==> config.mk <==
export PLATFORM = sky130hd
export DESIGN_NAME = sfd_decoder
export DESIGN_NICKNAME = d
export VERILOG_FILES = /design/src/hdl/sfd_pkg.sv /design/src/hdl/sfd_decoder.sv /design/src/hdl/sfd_sync.sv /design/src/hdl/sfd_fifo.sv
export VERILOG_INCLUDE_DIRS = /design/src /design/src/hdl
export SDC_FILE = /design/constraint.sdc
export NUM_CORES = 1
export LEC_CHECK = 0
export BUFFER_PORTS_ARGS = -buffer_cell sky130_fd_sc_hd__buf_2
export CAP_MARGIN = 20
export CELL_PAD_IN_SITES_DETAIL_PLACEMENT = 1
export CELL_PAD_IN_SITES_GLOBAL_PLACEMENT = 2
export CORE_MARGIN = 2
export CORE_UTILIZATION = 41
export DETAILED_ROUTE_END_ITERATION = 8
export GPL_TIMING_DRIVEN = 0
export PLACE_DENSITY = 0.82
export SLEW_MARGIN = 20
export SYNTH_ARGS = -nofsm -noshare
export SYNTH_HDL_FRONTEND = slang
export SYNTH_HIERARCHICAL = 1
export SYNTH_SLANG_ARGS = --single-unit
==> constraint.sdc <==
create_clock -name i_clk_sys -period 7.1 [get_ports i_clk_sys]
set_input_delay 1.42 -clock i_clk_sys [delete_from_list [all_inputs] [get_ports i_clk_sys]]
set_output_delay 1.42 -clock i_clk_sys [all_outputs]
set_load 0.1 [all_outputs]
==> src/hdl/sfd_defs.svh <==
// sfd_defs.svh: opcodes, status layout, sizes and reset values of the flash decoder
// assumes: included by bare name from every decoder module
`ifndef SFD_DEFS_SVH
`define SFD_DEFS_SVH
`define SFD_OP_WREN   8'h06
`define SFD_OP_WRDI   8'h04
`define SFD_OP_VWREN  8'h50
`define SFD_OP_RDSR1  8'h05
`define SFD_OP_RDSR2  8'h35
`define SFD_OP_WRSR1  8'h01
`define SFD_OP_WRSR2  8'h31
`define SFD_OP_READ   8'h03
`define SFD_OP_FREAD  8'h0b
`define SFD_OP_PROG   8'h02
`define SFD_OP_SE4    8'h20
`define SFD_OP_BE32   8'h52
`define SFD_OP_BE64   8'hd8
`define SFD_OP_CE1    8'h60
`define SFD_OP_CE2    8'hc7
`define SFD_OP_SUSP   8'h75
`define SFD_OP_RESUME 8'h7a
`define SFD_OP_DPD    8'hb9
`define SFD_OP_RDPD   8'hab
`define SFD_OP_MFID   8'h90
`define SFD_OP_JEDEC  8'h9f
`define SFD_OP_OTPIN  8'hb1
`define SFD_OP_OTPOUT 8'hc1
`define SFD_OP_RDSEC  8'h2b
`define SFD_OP_WRSEC  8'h2f
`define SFD_OP_SFDP   8'h5a
`define SFD_SR_BUSY   0
`define SFD_SR_WEL    1
`define SFD_SR_SUSPENDED 15
`define SFD_SR_RST    16'h0000
`define SFD_SR_WMASK  16'h7ffc
`define SFD_SR_WELM   16'h0002
`define SFD_DATA_W    8
`define SFD_FIFO_DEPTH 16
`define SFD_SYNC_RST  3'h1
`endif

==> src/hdl/sfd_pkg.sv <==
// sfd_pkg.sv: types shared by the flash decoder modules
// assumes: nothing beyond the tool's package support
package sfd_pkg;
	typedef enum logic [2:0] {ST_IDLE, ST_OP, ST_ADDR, ST_DUMMY, ST_WDATA, ST_RDATA,
		ST_SKIP} sfd_state_t;
	typedef enum logic [3:0] {CK_NONE, CK_PROG, CK_ABORT, CK_ERASE4K, CK_ERASE32K,
		CK_ERASE64K, CK_CHIP, CK_SUSPEND, CK_RESUME, CK_SRWR, CK_SECWR} sfd_cmd_t;
	typedef enum logic [1:0] {SP_MAIN, SP_SFDP, SP_OTP} sfd_space_t;
endpackage

==> src/hdl/sfd_decoder.sv <==
// sfd_decoder.sv: single-line spi instruction decoder of a serial nor flash
// assumes: pins arrive asynchronously; array, status-write timing and the
// protection decoder sit outside on i_clk_sys and answer within two cycles
`timescale 1ns/1ps
`include "sfd_defs.svh"
module sfd_decoder
	import sfd_pkg::*;
#(
	parameter logic [7:0] MAKER_CODE = 8'ha5, // arbitrary value
	parameter logic [7:0] PART_CODE  = 8'h5a, // arbitrary value
	parameter logic [7:0] TYPE_CODE  = 8'h3c, // arbitrary value
	parameter logic [7:0] CAP_CODE   = 8'hc3, // arbitrary value
	parameter int         FIFO_DEPTH = `SFD_FIFO_DEPTH
) (
	input  wire logic        i_clk_sys,
	input  wire logic        i_reset,
	input  wire logic        i_cs_n,
	input  wire logic        i_sclk,
	input  wire logic        i_si,
	input  wire logic        i_busy,
	input  wire logic        i_prot_hit,
	input  wire logic [7:0]  i_arr_rd_data,
	input  wire logic [7:0]  i_security_byte,
	input  wire logic        i_prog_ready,
	output logic             o_so,
	output logic             o_so_oe_n,
	output sfd_cmd_t         o_cmd_kind,
	output logic             o_cmd_valid,
	output logic [23:0]      o_cmd_addr,
	output logic [23:0]      o_arr_addr,
	output sfd_space_t       o_arr_space,
	output logic [7:0]       o_prog_data,
	output logic             o_prog_valid,
	output logic [15:0]      o_status,
	output logic             o_power_down,
	output logic             o_otp_mode
);
	logic        cs_s;
	logic        sclk_s;
	logic        si_s;
	logic        cs_d_q;
	logic        sclk_d_q;
	logic        cs_fall;
	logic        cs_rise;
	logic        sclk_rise;
	logic        sclk_fall;
	logic        active;
	logic [7:0]  sh_q;
	logic [2:0]  bit_q;
	logic [3:0]  cnt_q;
	logic        byte_done;
	logic [7:0]  in_byte;
	sfd_state_t  st_q;
	sfd_state_t  st_d;
	logic [7:0]  op_q;
	logic        acc_q;
	logic [15:0] sr_q;
	logic [15:0] sr_new_q;
	logic [15:0] sr_rd;
	logic        vwe_q;
	logic        ovf_q;
	logic        pushed_q;
	logic [7:0]  out_q;
	logic [2:0]  oc_q;
	logic [1:0]  rix_q;
	logic [7:0]  next_byte;
	logic        load;
	logic        arr_load;
	logic        push;
	logic        fifo_ready;
	logic        aligned;
	logic        wr_go;
	logic        sr_len_ok;

	// opcodes that alter the array or a register
	function automatic logic op_writes(input logic [7:0] op);
		case (op)
			`SFD_OP_WRSR1, `SFD_OP_WRSR2, `SFD_OP_PROG, `SFD_OP_SE4, `SFD_OP_BE32,
			`SFD_OP_BE64, `SFD_OP_CE1, `SFD_OP_CE2, `SFD_OP_WRSEC: op_writes = 1'b1;
			default: op_writes = 1'b0;
		endcase
	endfunction

	// opcodes that read the array, so the address walks on
	function automatic logic op_arr_read(input logic [7:0] op);
		op_arr_read = (op == `SFD_OP_READ) || (op == `SFD_OP_FREAD) || (op == `SFD_OP_SFDP);
	endfunction

	// power-down wakes only on the release code; busy lets status reads and suspend through
	function automatic logic op_allowed(input logic [7:0] op, input logic dpd,
		input logic busy);
		if (dpd) begin
			op_allowed = (op == `SFD_OP_RDPD);
		end else if (busy) begin
			op_allowed = (op == `SFD_OP_RDSR1) || (op == `SFD_OP_RDSR2) ||
				(op == `SFD_OP_SUSP);
		end else begin
			case (op)
				`SFD_OP_WREN, `SFD_OP_WRDI, `SFD_OP_VWREN, `SFD_OP_RDSR1, `SFD_OP_RDSR2,
				`SFD_OP_READ, `SFD_OP_FREAD, `SFD_OP_RESUME, `SFD_OP_DPD, `SFD_OP_RDPD,
				`SFD_OP_MFID, `SFD_OP_JEDEC, `SFD_OP_OTPIN, `SFD_OP_OTPOUT, `SFD_OP_RDSEC,
				`SFD_OP_SFDP, `SFD_OP_SUSP: op_allowed = 1'b1;
				default: op_allowed = op_writes(op);
			endcase
		end
	endfunction

	// chip select, clock and data cross into i_clk_sys together
	sfd_sync #(
		.W   (3),
		.RST (`SFD_SYNC_RST)
	) u_sync (
		.i_clk_sys (i_clk_sys),
		.i_reset   (i_reset),
		.i_async   ({i_si, i_sclk, i_cs_n}),
		.o_sync    ({si_s, sclk_s, cs_s})
	);

	// edge finding on the synchronised pins
	always_ff @(posedge i_clk_sys) begin
		if (i_reset) begin
			cs_d_q   <= 1'b1;
			sclk_d_q <= 1'b0;
		end else begin
			cs_d_q   <= cs_s;
			sclk_d_q <= sclk_s;
		end
	end
	assign active    = !cs_s;
	assign cs_fall   = !cs_s && cs_d_q;
	assign cs_rise   = cs_s && !cs_d_q;
	assign sclk_rise = sclk_s && !sclk_d_q;
	assign sclk_fall = !sclk_s && sclk_d_q;
	assign in_byte   = {sh_q[6:0], si_s};
	assign byte_done = active && sclk_rise && (bit_q == 3'd7);
	assign aligned   = (bit_q == 3'd0);

	// input shifter, bit and byte counters; bytes counted saturate at 15
	always_ff @(posedge i_clk_sys) begin
		if (i_reset) begin
			sh_q  <= '0;
			bit_q <= '0;
			cnt_q <= '0;
		end else if (cs_fall) begin
			bit_q <= '0;
			cnt_q <= '0;
		end else if (active && sclk_rise) begin
			sh_q  <= in_byte;
			bit_q <= bit_q + 3'd1;
			if (byte_done && cnt_q != 4'hf) begin
				cnt_q <= cnt_q + 4'd1;
			end
		end
	end

	// phase of the instruction, stepped once per byte
	always_comb begin
		st_d = st_q;
		if (cs_rise) begin
			st_d = ST_IDLE;
		end else if (cs_fall) begin
			st_d = ST_OP;
		end else if (byte_done) begin
			case (st_q)
				ST_OP: begin
					st_d = ST_SKIP;
					if (op_allowed(in_byte, o_power_down, i_busy)) begin
						case (in_byte)
							`SFD_OP_READ, `SFD_OP_FREAD, `SFD_OP_PROG, `SFD_OP_SE4,
							`SFD_OP_BE32, `SFD_OP_BE64, `SFD_OP_MFID,
							`SFD_OP_SFDP: st_d = ST_ADDR;
							`SFD_OP_RDPD: st_d = ST_DUMMY;
							`SFD_OP_RDSR1, `SFD_OP_RDSR2, `SFD_OP_RDSEC,
							`SFD_OP_JEDEC: st_d = ST_RDATA;
							`SFD_OP_WRSR1, `SFD_OP_WRSR2: st_d = ST_WDATA;
							default: st_d = ST_SKIP;
						endcase
					end
				end
				ST_ADDR: begin
					if (cnt_q == 4'd3) begin
						case (op_q)
							`SFD_OP_READ, `SFD_OP_MFID: st_d = ST_RDATA;
							`SFD_OP_FREAD, `SFD_OP_SFDP: st_d = ST_DUMMY;
							`SFD_OP_PROG: st_d = ST_WDATA;
							default: st_d = ST_SKIP;
						endcase
					end
				end
				ST_DUMMY: begin
					if (cnt_q == ((op_q == `SFD_OP_RDPD) ? 4'd3 : 4'd4)) begin
						st_d = ST_RDATA;
					end
				end
				default: st_d = st_q;
			endcase
		end
	end

	// state, opcode and its acceptance
	always_ff @(posedge i_clk_sys) begin
		if (i_reset) begin
			st_q  <= ST_IDLE;
			op_q  <= '0;
			acc_q <= 1'b0;
		end else begin
			st_q <= st_d;
			if (cs_fall) begin
				acc_q <= 1'b0;
			end else if (st_q == ST_OP && byte_done) begin
				op_q  <= in_byte;
				acc_q <= op_allowed(in_byte, o_power_down, i_busy);
			end
		end
	end

	// array address: loaded msb first, then walks on each byte sent
	always_ff @(posedge i_clk_sys) begin
		if (i_reset) begin
			o_arr_addr  <= '0;
			o_arr_space <= SP_MAIN;
		end else if (st_q == ST_ADDR && byte_done) begin
			o_arr_addr  <= {o_arr_addr[15:0], in_byte};
			o_arr_space <= (op_q == `SFD_OP_SFDP) ? SP_SFDP :
				(o_otp_mode ? SP_OTP : SP_MAIN);
		end else if (arr_load) begin
			o_arr_addr <= o_arr_addr + 24'd1;
		end
	end

	// staged status bytes and program data into the fifo
	assign push = byte_done && st_q == ST_WDATA && op_q == `SFD_OP_PROG &&
		sr_q[`SFD_SR_WEL];
	always_ff @(posedge i_clk_sys) begin
		if (i_reset || cs_fall) begin
			ovf_q    <= 1'b0;
			pushed_q <= 1'b0;
		end else if (push) begin
			pushed_q <= 1'b1;
			if (!fifo_ready) begin
				ovf_q <= 1'b1; // a lost byte spoils the whole page
			end
		end
	end
	always_ff @(posedge i_clk_sys) begin
		if (i_reset) begin
			sr_new_q <= `SFD_SR_RST;
		end else if (st_q == ST_OP && byte_done) begin
			sr_new_q <= sr_q;
		end else if (st_q == ST_WDATA && byte_done) begin
			if (op_q == `SFD_OP_WRSR1 && cnt_q == 4'd1) begin
				sr_new_q[7:0] <= in_byte;
			end else if (cnt_q == 4'd1 || (op_q == `SFD_OP_WRSR1 && cnt_q == 4'd2)) begin
				sr_new_q[15:8] <= in_byte;
			end
		end
	end

	sfd_fifo #(
		.W (`SFD_DATA_W),
		.D (FIFO_DEPTH)
	) u_fifo (
		.i_clk_sys   (i_clk_sys),
		.i_reset     (i_reset),
		.i_in_data   (in_byte),
		.i_in_valid  (push),
		.o_in_ready  (fifo_ready),
		.o_out_data  (o_prog_data),
		.o_out_valid (o_prog_valid),
		.i_out_ready (i_prog_ready)
	);

	// actions at the end of the frame; writes need whole bytes and write enable
	assign wr_go     = aligned && sr_q[`SFD_SR_WEL];
	assign sr_len_ok = aligned && (cnt_q == 4'd2 ||
		(op_q == `SFD_OP_WRSR1 && cnt_q == 4'd3));
	always_ff @(posedge i_clk_sys) begin
		if (i_reset) begin
			sr_q         <= `SFD_SR_RST;
			vwe_q        <= 1'b0;
			o_power_down <= 1'b0;
			o_otp_mode   <= 1'b0;
			o_cmd_valid  <= 1'b0;
			o_cmd_kind   <= CK_NONE;
			o_cmd_addr   <= '0;
		end else begin
			o_cmd_valid <= 1'b0;
			if (cs_rise && acc_q) begin
				o_cmd_addr <= o_arr_addr;
				case (op_q)
					`SFD_OP_WREN: sr_q[`SFD_SR_WEL] <= 1'b1;
					`SFD_OP_WRDI: sr_q[`SFD_SR_WEL] <= 1'b0;
					`SFD_OP_VWREN: vwe_q <= aligned && (cnt_q == 4'd1);
					`SFD_OP_WRSR1, `SFD_OP_WRSR2: begin
						if (sr_len_ok && (vwe_q || sr_q[`SFD_SR_WEL])) begin
							sr_q <= (sr_q & ~`SFD_SR_WMASK & ~`SFD_SR_WELM) |
								(sr_new_q & `SFD_SR_WMASK);
							o_cmd_valid <= !vwe_q;
							o_cmd_kind  <= CK_SRWR;
						end
						vwe_q <= 1'b0;
					end
					`SFD_OP_PROG: begin
						if (wr_go && cnt_q > 4'd4 && !i_prot_hit && !ovf_q) begin
							o_cmd_valid       <= 1'b1;
							o_cmd_kind        <= CK_PROG;
							sr_q[`SFD_SR_WEL] <= 1'b0;
						end else if (pushed_q) begin
							o_cmd_valid <= 1'b1;
							o_cmd_kind  <= CK_ABORT;
						end
					end
					`SFD_OP_SE4, `SFD_OP_BE32, `SFD_OP_BE64: begin
						if (wr_go && cnt_q == 4'd4 && !i_prot_hit) begin
							o_cmd_valid       <= 1'b1;
							o_cmd_kind        <= (op_q == `SFD_OP_SE4) ? CK_ERASE4K :
								((op_q == `SFD_OP_BE32) ? CK_ERASE32K : CK_ERASE64K);
							sr_q[`SFD_SR_WEL] <= 1'b0;
						end
					end
					`SFD_OP_CE1, `SFD_OP_CE2: begin
						if (wr_go && cnt_q == 4'd1 && !i_prot_hit) begin
							o_cmd_valid       <= 1'b1;
							o_cmd_kind        <= CK_CHIP;
							sr_q[`SFD_SR_WEL] <= 1'b0;
						end
					end
					`SFD_OP_WRSEC: begin
						if (wr_go && cnt_q == 4'd1) begin
							o_cmd_valid       <= 1'b1;
							o_cmd_kind        <= CK_SECWR;
							sr_q[`SFD_SR_WEL] <= 1'b0;
						end
					end
					`SFD_OP_SUSP: begin
						if (aligned && cnt_q == 4'd1) begin
							o_cmd_valid       <= 1'b1;
							o_cmd_kind        <= CK_SUSPEND;
							sr_q[`SFD_SR_SUSPENDED] <= 1'b1;
						end
					end
					`SFD_OP_RESUME: begin
						if (aligned && cnt_q == 4'd1) begin
							o_cmd_valid       <= 1'b1;
							o_cmd_kind        <= CK_RESUME;
							sr_q[`SFD_SR_SUSPENDED] <= 1'b0;
						end
					end
					`SFD_OP_DPD: o_power_down <= aligned && (cnt_q == 4'd1);
					`SFD_OP_RDPD: o_power_down <= 1'b0;
					`SFD_OP_OTPIN: o_otp_mode <= 1'b1;
					`SFD_OP_OTPOUT: o_otp_mode <= 1'b0;
					default: o_cmd_valid <= 1'b0;
				endcase
			end
		end
	end

	// busy bit is live so a poll sees the cycle end at once
	assign sr_rd = {sr_q[15:1], i_busy};
	always_ff @(posedge i_clk_sys) begin
		if (i_reset) begin
			o_status <= `SFD_SR_RST;
		end else begin
			o_status <= sr_rd;
		end
	end

	// byte to send next, chosen at the first falling edge of each byte
	always_comb begin
		case (op_q)
			`SFD_OP_RDSR1: next_byte = sr_rd[7:0];
			`SFD_OP_RDSR2: next_byte = sr_rd[15:8];
			`SFD_OP_RDSEC: next_byte = i_security_byte;
			`SFD_OP_RDPD: next_byte = PART_CODE;
			`SFD_OP_MFID: next_byte = (rix_q[0] ^ o_arr_addr[0]) ? PART_CODE : MAKER_CODE;
			`SFD_OP_JEDEC: next_byte = (rix_q == 2'd0) ? MAKER_CODE :
				((rix_q == 2'd1) ? TYPE_CODE : CAP_CODE);
			default: next_byte = i_arr_rd_data;
		endcase
	end
	assign load     = sclk_fall && (st_q == ST_RDATA) && (oc_q == 3'd0);
	assign arr_load = load && op_arr_read(op_q);

	// output shifter; changes on the falling edge so the host samples stable data
	always_ff @(posedge i_clk_sys) begin
		if (i_reset || st_q != ST_RDATA) begin
			oc_q  <= '0;
			rix_q <= '0;
			out_q <= '0;
		end else if (sclk_fall) begin
			oc_q  <= oc_q + 3'd1;
			out_q <= load ? next_byte : {out_q[6:0], 1'b0};
			if (load) begin
				rix_q <= (op_q == `SFD_OP_JEDEC && rix_q == 2'd2) ? 2'd0 : rix_q + 2'd1;
			end
		end
	end

	// data pin and its enable, low while driving
	always_ff @(posedge i_clk_sys) begin
		if (i_reset) begin
			o_so      <= 1'b0;
			o_so_oe_n <= 1'b1;
		end else begin
			o_so_oe_n <= !(active && st_q == ST_RDATA);
			if (st_q == ST_RDATA && sclk_fall) begin
				o_so <= load ? next_byte[7] : out_q[6];
			end
		end
	end
endmodule

==> src/hdl/sfd_sync.sv <==
// sfd_sync.sv: two-stage synchroniser for pin inputs
// assumes: inputs are asynchronous to i_clk_sys; only the second stage is read
`timescale 1ns/1ps
`include "sfd_defs.svh"
module sfd_sync #(
	parameter int             W   = 3,
	parameter logic [W-1:0]   RST = `SFD_SYNC_RST
) (
	input  wire logic         i_clk_sys,
	input  wire logic         i_reset,
	input  wire logic [W-1:0] i_async,
	output logic      [W-1:0] o_sync
);
	logic [W-1:0] meta_q;

	// reset to idle levels so no false chip select edge appears at release
	always_ff @(posedge i_clk_sys) begin
		if (i_reset) begin
			meta_q <= RST;
			o_sync <= RST;
		end else begin
			meta_q <= i_async;
			o_sync <= meta_q;
		end
	end
endmodule

==> src/hdl/sfd_fifo.sv <==
// sfd_fifo.sv: shift-register fifo, head always in slot 0
// assumes: one clock; a push without o_in_ready or a pop without o_out_valid is ignored
`timescale 1ns/1ps
`include "sfd_defs.svh"
module sfd_fifo #(
	parameter int W = `SFD_DATA_W,
	parameter int D = `SFD_FIFO_DEPTH
) (
	input  wire logic         i_clk_sys,
	input  wire logic         i_reset,
	input  wire logic [W-1:0] i_in_data,
	input  wire logic         i_in_valid,
	output logic              o_in_ready,
	output logic      [W-1:0] o_out_data,
	output logic              o_out_valid,
	input  wire logic         i_out_ready
);
	localparam int CW = $clog2(D + 1);
	logic [CW-1:0] cnt_q;
	logic [CW-1:0] cnt_d;
	logic          push;
	logic          pop;

	assign o_in_ready = (cnt_q != CW'(D));
	assign push       = i_in_valid && o_in_ready;
	assign pop        = o_out_valid && i_out_ready;
	assign cnt_d      = cnt_q + CW'(push) - CW'(pop);

	// head slot is a flop so the drain side sees registered data
	for (genvar i = 0; i < D; i++) begin : g_slot
		logic [W-1:0] q;
		logic [W-1:0] above;
		if (i == D - 1) begin : g_last
			assign above = q;
		end else begin : g_mid
			assign above = g_slot[i + 1].q;
		end
		always_ff @(posedge i_clk_sys) begin
			if (pop) begin
				q <= (push && CW'(i + 1) == cnt_q) ? i_in_data : above;
			end else if (push && CW'(i) == cnt_q) begin
				q <= i_in_data;
			end
		end
	end
	assign o_out_data = g_slot[0].q;

	// fill level and a registered valid
	always_ff @(posedge i_clk_sys) begin
		if (i_reset) begin
			cnt_q       <= '0;
			o_out_valid <= 1'b0;
		end else begin
			cnt_q       <= cnt_d;
			o_out_valid <= (cnt_d != '0);
		end
	end
endmodule

==> results.txt, run 1 <==
The tightest min-delay check is of the reg2reg type. The detailed-route DRC error count came out at 0. The internal power of the cells totals 3620 uW. The largest single stage delay on the critical path is 0.84 ns. The critical path is of the reg2reg type. The completed layout was analyzed and its total power is 5100 uW. The clock sink total came out at 286.

Setup repair after global routing left no endpoint under its margin. The cell sitting at the root of the clock tree is a sky130_fd_sc_hd__clkbuf_16. The floorplan step set the die width to 186 microns.

The sequential cell area fraction in the yosys report is 0.436. STA classifies the critical path startpoint as a flop. The power share of the sequential group came out at 0.436. The number of input and output port buffers inserted came out at 107. The flow ran to the end, and the final reports show no timing, DRC or antenna violations.

The die span in y is 186 microns. In this design, the largest share of critical-path delay is due to simple AND/OR/NAND/NOR gates. Subtracting the final worst setup slack from the clock period gives 4.72 ns. The leakage power figure came out at 0.00584 uW. The dominant synthesized flop cell is sky130_fd_sc_hd__dfxtp_1. The synthesized instance count came out at 1469. STA classifies the critical path endpoint as a flop. The total inserted antenna cells came out at 0. The depth of the worst register-to-register path is 15. Routability-driven placement finished with a final weighted congestion of 0.902. The power density of the placed cells came out at 322 nW/um^2. The filler cell count came out at 3797. The count of non-filler cells in the finished layout is 2081. The proportion of power drawn by the clock network came out at 0.372.

The library cell used most frequently in the layout, excluding fill and tap cells, is sky130_fd_sc_hd__dfxtp_1. The warning count from the yosys run came out at 6. The maximum clock frequency is 212 MHz. The number of hold violations in the final report is 0.

The total routed wirelength is 45.1 mm. After detailed routing, the number of vias per cell comes to 5.84. After clock tree synthesis, the flow added hold-fix buffers numbering 0. For this run, asynchronously set or reset flops after synthesis account for 0. Setup violations remaining at the end of the flow were counted as 0.

The number of flops mapped to enable cells by yosys came out at 16. The number of slew-limit violations in the final report is 0. The number of antenna violations at the first check in global routing came to 0. The fraction of final layout cells with drive strength greater than 1 came out at 0.174. The number of buffers inserted to repair setup after CTS came out at 0. Summing all flip-flop and latch instances after layout gives 5890 sq um.

The placeable core area is 32500 sq um. The transition time of the tightest slew-check pin is 1.08 ns. The flop and latch count out of synthesis came out at 286.

The worst setup skew after layout is 0.0120 ns. The routed layout has 12100 vias. The worst slew margin relative to its limit came out at 0.277. The first global-routing pass estimated 70.0 mm of wire. For the worst-skew pair, the clock arrives at the later sink with an insertion delay of 0.52 ns. The number of nets in the finished design is 1656.

The worst path buffer plus inverter count came out at 3. The total global-route track usage came out at 0.262. The number of placement rows is 66.

The critical path goes through buf_2 -> or4b_1 -> nor2_1 -> nand2_1 -> nor4_1 -> buf_2 -> nand2_1 -> ha_1 -> inv_1 -> ha_1 -> fa_1 -> a21oi_1 -> o21bai_1 -> xnor2_1 -> a41oi_1. The distinct cell type count of the synthesized netlist is 101. TritonCTS built the clock tree. The final setup TNS came out at 0 ns.

The slowest stage of the critical path belongs to the cell sky130_fd_sc_hd__nor4_1. The fraction of the cycle the final worst path needs is 0.664. The combined area of the multi-input logic cells came out at 7050 sq um. The area growth from synthesis to layout came out at 17.2%. The pin count of the biggest net entering global routing came out at 19.

The number of nets produced by synthesis is 1512. The starting density of the core is 0.416. The post-synthesis instance area came out at 13500 sq um. The critical path depth is 15. The final global-route overflow total came out at 0. Of the total power, the share spent switching nets is 0.291. The switching power total came out at 1480 uW. The number of global-route vias before repair is 12200. The die covers 34400 sq um. The total of max-cap violations is 0.

The detail route stage leaves a number of antenna-violating nets equal to 0. The required time of the worst setup path is 7.46 ns. The count of TritonRoute iterations in the first routing pass came out at 8. The clock passes through at most 3 buffers. The number of cells on the worst hold path came out at 1.

108 I/O pins were placed. The utilization after layout came out at 0.488. The H-tree depth reported by CTS came out at 2.

The critical path arrival is 5.08 ns. The DRC violation total after the first TritonRoute iteration came out at 736. The maximum VDD drop is 0.171 mV.

The wire length per cell is 21.7 microns. In the layout the commonest cells are 270 x sky130_fd_sc_hd__dfxtp_1, 126 x sky130_fd_sc_hd__buf_2, 120 x sky130_fd_sc_hd__nor2_1. The mean post-synth cell area came out at 9.20 sq um. The total of cells resized after clock tree synthesis is 0.

The half-perimeter wire length after detailed placement came out at 32.3 mm. The highest net fanout along the worst path came out at 10. The number of placed instances, taps included, is 2018. The combinational group share of total power is 0.192. The number of buffers added by the clock tree synthesis step is 35.

The clock-pin transition on the worst setup and hold timing paths is 0.06 ns.
-- layout make-up --
cell class | instances | area share
plain buffers | 96 | 0.0277
clock buffers | 48 | 0.0635
inverters | 38 | 0.00901
well taps | 442 | 0.0349
repair buffers | 107 | 0.0338
flip-flops and latches | 286 | 0.372
multi-input cells | 1049 | 0.445
clock inverters | 15 | 0.0141
-- logic make-up after synthesis --
family          Yosys count  share of synthesized area
buf+inv                 134                     0.0430
mux                      50                     0.0385
fa+ha+maj                20                     0.0189
xor+xnor                 20                     0.0130
simple gates            478                      0.196
flops                   286                      0.436
compound gates          481                      0.255
-- registers in the layout, indices dropped and copies added (netlist names), 4 cells and up --
name and cells:
u_fifo/g_slot.above 112, o_status 16, u_fifo/o_out_data 8, out_q 7, o_cmd_kind 4, sr_q 15, op_q 8, u_fifo/cnt_q 5
sh_q 7, o_arr_addr 24, cnt_q 4, u_fifo/g_slot.q 8, sr_new_q 13, o_cmd_addr 24
-- final timing paths --
check                    from                 end  slack, ns
max                   op_q[2]  u_fifo/o_out_valid       2.38
min          u_sync/meta_q[0]    u_sync/o_sync[0]       0.42
max reg2reg           op_q[2]  u_fifo/o_out_valid       2.38
min reg2reg  u_sync/meta_q[0]    u_sync/o_sync[0]       0.42
-- Yosys cell counts (8+ instances only) --
master                     instances  area, sq um
sky130_fd_sc_hd__and2_1           10         62.6
sky130_fd_sc_hd__nand4b_1          8         70.1
sky130_fd_sc_hd__a22oi_1          75          563
sky130_fd_sc_hd__nor4bb_1         10          100
sky130_fd_sc_hd__inv_1            37          139
sky130_fd_sc_hd__nand3_1          24          120
sky130_fd_sc_hd__o21ai_0          90          450
sky130_fd_sc_hd__or2_2            11         68.8
sky130_fd_sc_hd__nand2_1         107          402
sky130_fd_sc_hd__o21a_1           35          263
sky130_fd_sc_hd__a211oi_1         19          143
sky130_fd_sc_hd__a21oi_2          12          105
sky130_fd_sc_hd__a31oi_1          16          100
sky130_fd_sc_hd__buf_2            19         95.1
sky130_fd_sc_hd__nor2b_1          37          231
sky130_fd_sc_hd__dfxtp_1         270         5410
sky130_fd_sc_hd__nor2_1          120          450
sky130_fd_sc_hd__a21oi_1          69          345
sky130_fd_sc_hd__buf_1            10         37.5
sky130_fd_sc_hd__a311oi_1         12          105
sky130_fd_sc_hd__o22a_1           34          298
sky130_fd_sc_hd__o211ai_1         10         75.1
sky130_fd_sc_hd__nor3_1           33          165
sky130_fd_sc_hd__mux2i_1          34          340
sky130_fd_sc_hd__xnor2_1          16          140
sky130_fd_sc_hd__o21ai_1          18         90.1
sky130_fd_sc_hd__nor4_1           11         68.8
sky130_fd_sc_hd__clkbuf_1         56          210
sky130_fd_sc_hd__o221a_2          10          113
sky130_fd_sc_hd__edfxtp_1         16          480
sky130_fd_sc_hd__mux2_2           16          180
sky130_fd_sc_hd__ha_1             18          225
sky130_fd_sc_hd__nand4_1          10         62.6
sky130_fd_sc_hd__and3_1           18          113
-- stage by stage --
stage               hold WS, ns  instance area, sq um  setup slack [ns]
global placement          0.384                 14600              2.42
global route              0.441                 15800              2.12
detailed placement        0.422                 14600              2.42
floorplan                 0.383                 13500              3.57
finish                    0.422                 15800              2.38
CTS                       0.430                 15800              2.38
-- routing by layer --
layer / wire, microns / part of all wire / track usage / vias up
li1: - / - / - / 5765
met1: 19900 / 0.44 / 0.335 / 6035
met2: 22100 / 0.49 / 0.451 / 268
met3: 1710 / 0.038 / 0.0340 / 78
met4: 1350 / 0.030 / 0.0927 / 0
met5: 0 / 0 / 0 / -
-- power by group through the flow --
stage / registers (uW) / logic, uW / clock network, uW
6_report: 2220 / 981 / 1900
5_1_grt: 2260 / 1080 / 2010
4_1_cts: 2220 / 987 / 1940
3_5_place_dp: 2250 / 976 / 0
3_3_place_gp: 2240 / 939 / 0
2_1_floorplan: 2220 / 713 / 0
No activity file was read; power rests on OpenSTA's default activity.
==> run 2: changes to the inputs <==
--- a/config.mk
+++ b/config.mk
@@ -6,15 +6,16 @@
 export SDC_FILE = /design/constraint.sdc
 export NUM_CORES = 1
 export LEC_CHECK = 0
+export ABC_AREA = 1
 export BUFFER_PORTS_ARGS = -buffer_cell sky130_fd_sc_hd__buf_2
 export CAP_MARGIN = 20
 export CELL_PAD_IN_SITES_DETAIL_PLACEMENT = 1
 export CELL_PAD_IN_SITES_GLOBAL_PLACEMENT = 2
 export CORE_MARGIN = 2
-export CORE_UTILIZATION = 41
+export CORE_UTILIZATION = 32
 export DETAILED_ROUTE_END_ITERATION = 8
 export GPL_TIMING_DRIVEN = 0
-export PLACE_DENSITY = 0.82
+export PLACE_DENSITY = 0.73
 export SLEW_MARGIN = 20
 export SYNTH_ARGS = -nofsm -noshare
 export SYNTH_HDL_FRONTEND = slang
==> constraint.sdc (replaced) <==
create_clock -name i_clk_sys -period 4.15 [get_ports i_clk_sys]
set_input_delay 0.83 -clock i_clk_sys [delete_from_list [all_inputs] [get_ports i_clk_sys]]
set_output_delay 0.83 -clock i_clk_sys [all_outputs]
set_load 0.1 [all_outputs]
==> run 2 against run 1 <==
Design area rose by 8.0%. Synthesized cell count rose by 34%. Combinational power rose by 59%. Routed wire length rose by 21%. Largest power group unchanged. Hold slack got worse by 0.0071 ns. Non-clock buffer count rose by 5. Core utilization fell by 11 points. Critical path depth rose by 2.
==> results.txt, run 2 <==
The placeable core area came out at 45200 sq um (+39%). The tightest min-delay check is of the reg2reg type. The switching fraction of total power is 0.307 (+0.0162). The power share of the sequential group came out at 0.429 (-0.007).

The capturing point of the worst reg2reg path is u_fifo/o_out_valid. Leaving out fill and tap cells, the most frequent cells in the layout are 477 x sky130_fd_sc_hd__nand2_1, 270 x sky130_fd_sc_hd__dfxtp_1, 173 x sky130_fd_sc_hd__inv_1. The buffer levels on the longest clock path is 3 (unchanged). The leakage power figure came out at 0.00727 uW (+25%). The clock sink total came to 286 (unchanged). The count of TritonRoute iterations in the first routing pass is 5 (-3). The fraction of the cycle the final worst path needs is 0.870 (+0.205). The detailed-route DRC error count is 0 (unchanged). Tracing the worst setup path back leads to its startpoint at u_sync/o_sync[0]. Setup repair after global routing left no endpoint under its margin. The critical path arrival came to 4.04 ns (-1.04 ns). The clock-pin transition on the worst setup and hold timing paths came out at 0.06 ns (about the same). The flop and latch count out of synthesis is 286 (unchanged). The starting density of the core came out at 0.323 (-0.0934). The number of antenna violations at the first check in global routing is 0 (unchanged).

The post-synthesis instance area was 14600 sq um (+8.0%). The per-cell via count in the routed design is 5.17 (-11%). Traced cell by cell, the critical path runs through nor3_4 -> nand2_2 -> nor3_4 -> inv_2 -> nor3_4 -> buf_6 -> nand2_1 -> ha_1 -> inv_1 -> ha_1 -> fa_1 -> nor2_1 -> nor2_1 -> nor2_1 -> nand3_1 -> nor2_1 -> nor2_1. The remaining antenna violation count is 0 (unchanged). sky130_fd_sc_hd__nand2_1 is the most common cell in the netlist. The worst slew margin relative to its limit came out at 0.401 (+0.125). The power density of the placed cells came out at 491 nW/um^2 (+52%).

The die span in y came to 218 microns (+17%). The combinational group share of total power was 0.186 (-0.006). The worst hold margin is 0.415 ns (-0.00712 ns). The synthesized instance count is 1965 (+34%).

The required time of the worst setup path came out at 4.58 ns (-2.88 ns). The horizontal die dimension is 218 microns (+17%). The final global-route overflow total came out at 0 (unchanged). The fraction of final layout cells with drive strength greater than 1 came out at 0.171 (-0.00307).

TritonCTS built the clock tree. The final critical path time including I/O delays and setup came out at 3.61 ns (-1.11 ns). The number of slew-limit violations in the final report came out at 0 (unchanged). The most common cell after layout, fill and taps aside is sky130_fd_sc_hd__nand2_1. The pin count of the biggest net entering global routing is 18 (-1). The flow ran to the end, and the final reports show no timing, DRC or antenna violations. By count the netlist is led by 477 x sky130_fd_sc_hd__nand2_1, 270 x sky130_fd_sc_hd__dfxtp_1, 173 x sky130_fd_sc_hd__inv_1. The total vias in the final route was 14200 (+17%). The total global-route track usage is 0.229 (-0.0326). The flip-flop count of the largest register after layout is 112 (unchanged). STA classifies the critical path endpoint as a flop. The maximum VDD drop came out at 0.260 mV (+52%). The half-perimeter wire length after detailed placement is 40.8 mm (+26%).

The switching power total is 2580 uW (+74%). The total routed wirelength is 54.5 mm (+21%). The total of max-cap violations came out at 0 (unchanged). The floorplan die area came out at 47300 sq um (+37%). The proportion of power drawn by the clock network was 0.385 (+0.013). The worst setup path is launched from a flop. The number of buffers added by the clock tree synthesis step was 37 (+5.7%). In this design, the critical path's most frequently occurring cell is sky130_fd_sc_hd__nor2_1. The end point of the critical path is u_fifo/o_out_valid.

The proportion of synthesized flip-flops having asynchronous set or reset came to 0 (unchanged). Of all cell types, the one taking the most synthesized area is sky130_fd_sc_hd__dfxtp_1. By area the synthesized netlist is led by sky130_fd_sc_hd__dfxtp_1 37%, sky130_fd_sc_hd__nand2_1 12%, sky130_fd_sc_hd__o211ai_1 8.7%. The number of nets produced by synthesis came out at 2008 (+33%). The number of top-level design ports came out at 108 (unchanged). The worst-path cell with the longest stage delay is sky130_fd_sc_hd__fa_1.

The clock root buffer is sky130_fd_sc_hd__clkbuf_16. The biggest cell delay along the critical path came out at 0.46 ns (-0.38 ns). The H-tree depth reported by CTS came out at 2 (unchanged). The number of placement rows came out at 78 (+18%).

The wire length of the first global-routing pass is 84.1 mm (+20%). The critical path is of the reg2reg type. The number of input and output port buffers inserted is 107 (unchanged). The reg2reg setup slack is 0.54 ns (-1.84 ns).

The weighted congestion at the end of routability-driven global placement is 0.842 (-6.7%). The sequential cell area is 5890 sq um (unchanged). The wire length per cell is 19.9 microns (-8.1%). The number of nets in the finished design came to 2155 (+30%).

The worst setup skew after layout came out at 0.0283 ns (+0.0163 ns). The combined area of the multi-input logic cells is 7410 sq um (+5.1%). The number of hold violations in the final report came out at 0 (unchanged). The mean post-synth cell area is 7.42 sq um (-19%).

The number of hold buffers added after CTS was 0 (unchanged). The startpoint of the worst register-to-register path is u_sync/o_sync[0]. The highest net fanout along the worst path is 19 (+9).

The transition time of the tightest slew-check pin came out at 0.898 ns (-0.177 ns). The area growth from synthesis to layout was 17.3% (about the same). The final-report setup violation count is 0 (unchanged). The total inserted antenna cells came out at 0 (unchanged). The depth of the worst register-to-register path came out at 17 (+2). The sequential cell area fraction in the yosys report is 0.403 (-0.0322).

The latest clock arrival within the worst-skew pair came out at 0.57 ns (+0.05 ns). The DRC violation total after the first TritonRoute iteration came out at 734 (-0.27%). The distinct cell type count of the synthesized netlist is 58 (-43%).

The number of flops mapped to enable cells by yosys is 16 (unchanged). The final setup TNS came out at 0 ns (unchanged). The maximum clock frequency is 277 MHz (+31%). The dominant synthesized flop cell is sky130_fd_sc_hd__dfxtp_1.

The warning count from the yosys run came out at 6 (unchanged). The area fraction of the dominant cell type after synthesis was 0.370 (-0.0296). The filler cell count came out at 5615 (+48%). The cell internal power dissipation is 5820 uW (+61%). The number of global-route vias before repair is 14600 (+20%).
==> run 2: cell count changes in the layout (fill, tap and decap cells not counted), moves of 26 or more <==
cell                       before  now
sky130_fd_sc_hd__inv_1         37  173
sky130_fd_sc_hd__a22oi_1       75    4
sky130_fd_sc_hd__inv_2          1   27
sky130_fd_sc_hd__nand4_1       10   44
sky130_fd_sc_hd__nand2_2        3   34
sky130_fd_sc_hd__mux2i_1       34    0
sky130_fd_sc_hd__o22a_1        34    0
sky130_fd_sc_hd__a21oi_1       69  110
sky130_fd_sc_hd__nor2b_1       37    0
sky130_fd_sc_hd__o21a_1        35    0
sky130_fd_sc_hd__nand2_1      107  477
sky130_fd_sc_hd__nand3_1       24  104
sky130_fd_sc_hd__o211ai_1      10  169
==> run 2: worst max-delay path: cells and delay by family (launching register included) <==
family                     cells  cell delay, ns
adders and majority gates      3            0.94
DFF                            1            0.36
buffers and inverters          3            0.42
and+or+nand+nor               11            1.73
==> run 2: per-layer routing <==
metal / global-route usage / wire length (microns) / up-vias
met3: 0.0361 / 1870 / 74
met5: 0 / 0 / -
met2: 0.397 / 26300 / 219
li1: - / - / 6955
met4: 0.0662 / 1430 / 0
met1: 0.292 / 24800 / 6903
==> run 2: worst min-delay path by stage <==
| stage | from | depth (start not counted) | end |
|---|---|---|---|
| global route | u_sync/meta_q[2] | 2 | u_sync/o_sync[2] |
| global placement | u_sync/meta_q[2] | 2 | u_sync/o_sync[2] |
| CTS | u_sync/meta_q[2] | 2 | u_sync/o_sync[2] |
| finish | u_sync/meta_q[2] | 2 | u_sync/o_sync[2] |
| floorplan | u_sync/meta_q[0] | 2 | u_sync/o_sync[0] |
| detailed placement | u_sync/meta_q[2] | 2 | u_sync/o_sync[2] |
==> run 2: cells by family (layout without fill, tap and decap cells) <==
logic type	after synthesis	count (layout)	share of synthesized area
buffers and inverters	303	473	0.0903
flip-flops	286	286	0.403
AO/OA/AOI/OAI	458	458	0.197
AND/OR/NAND/NOR	885	885	0.284
adder cells (fa/ha/maj)	19	19	0.0168
XOR/XNOR	14	14	0.00840
==> run 2: layout make-up <==
class | count | share of cell area
Buffer | 99 | 0.0322
Clock buffer | 47 | 0.0592
Clock inverter | 15 | 0.0105
Inverter | 203 | 0.0448
Multi-Input combinational cell | 1376 | 0.433
Sequential cell | 286 | 0.344
Tap cell | 600 | 0.0439
Timing Repair Buffer | 109 | 0.0322
==> run 2: timing repair <==
item | 4_1_cts | 5_1_grt
resized for setup | 1 | 3
setup buffers | 0 | 2
pin swaps | 0 | 1
endpoints found under the setup margin | 1 | 1
==> run 2: metrics by stage <==
step | total power (uW) | area (sq um) | std cells | util | worst slack [ns]
floorplan | 4780 | 14600 | 1965 | - | 0.545
global placement | 5150 | 15900 | 2672 | 0.351 | -0.545
detailed placement | 5220 | 15900 | 2672 | 0.351 | -0.148
CTS | 8500 | 17100 | 2734 | 0.378 | 0.00222
global route | 8870 | 17100 | 2735 | 0.379 | 0.197
finish | 8400 | 17100 | 2735 | 0.379 | 0.541
==> run 2: power by group through the flow <==
| stage | clock network (uW) | logic (uW) | registers [uW] |
|---|---|---|---|
| final | 3230 | 1560 | 3600 |
| after global routing | 3440 | 1770 | 3660 |
| after CTS | 3320 | 1580 | 3600 |
| after detailed placement | 0 | 1570 | 3650 |
| after global placement | 0 | 1520 | 3630 |
| after floorplan | 0 | 1100 | 3680 |
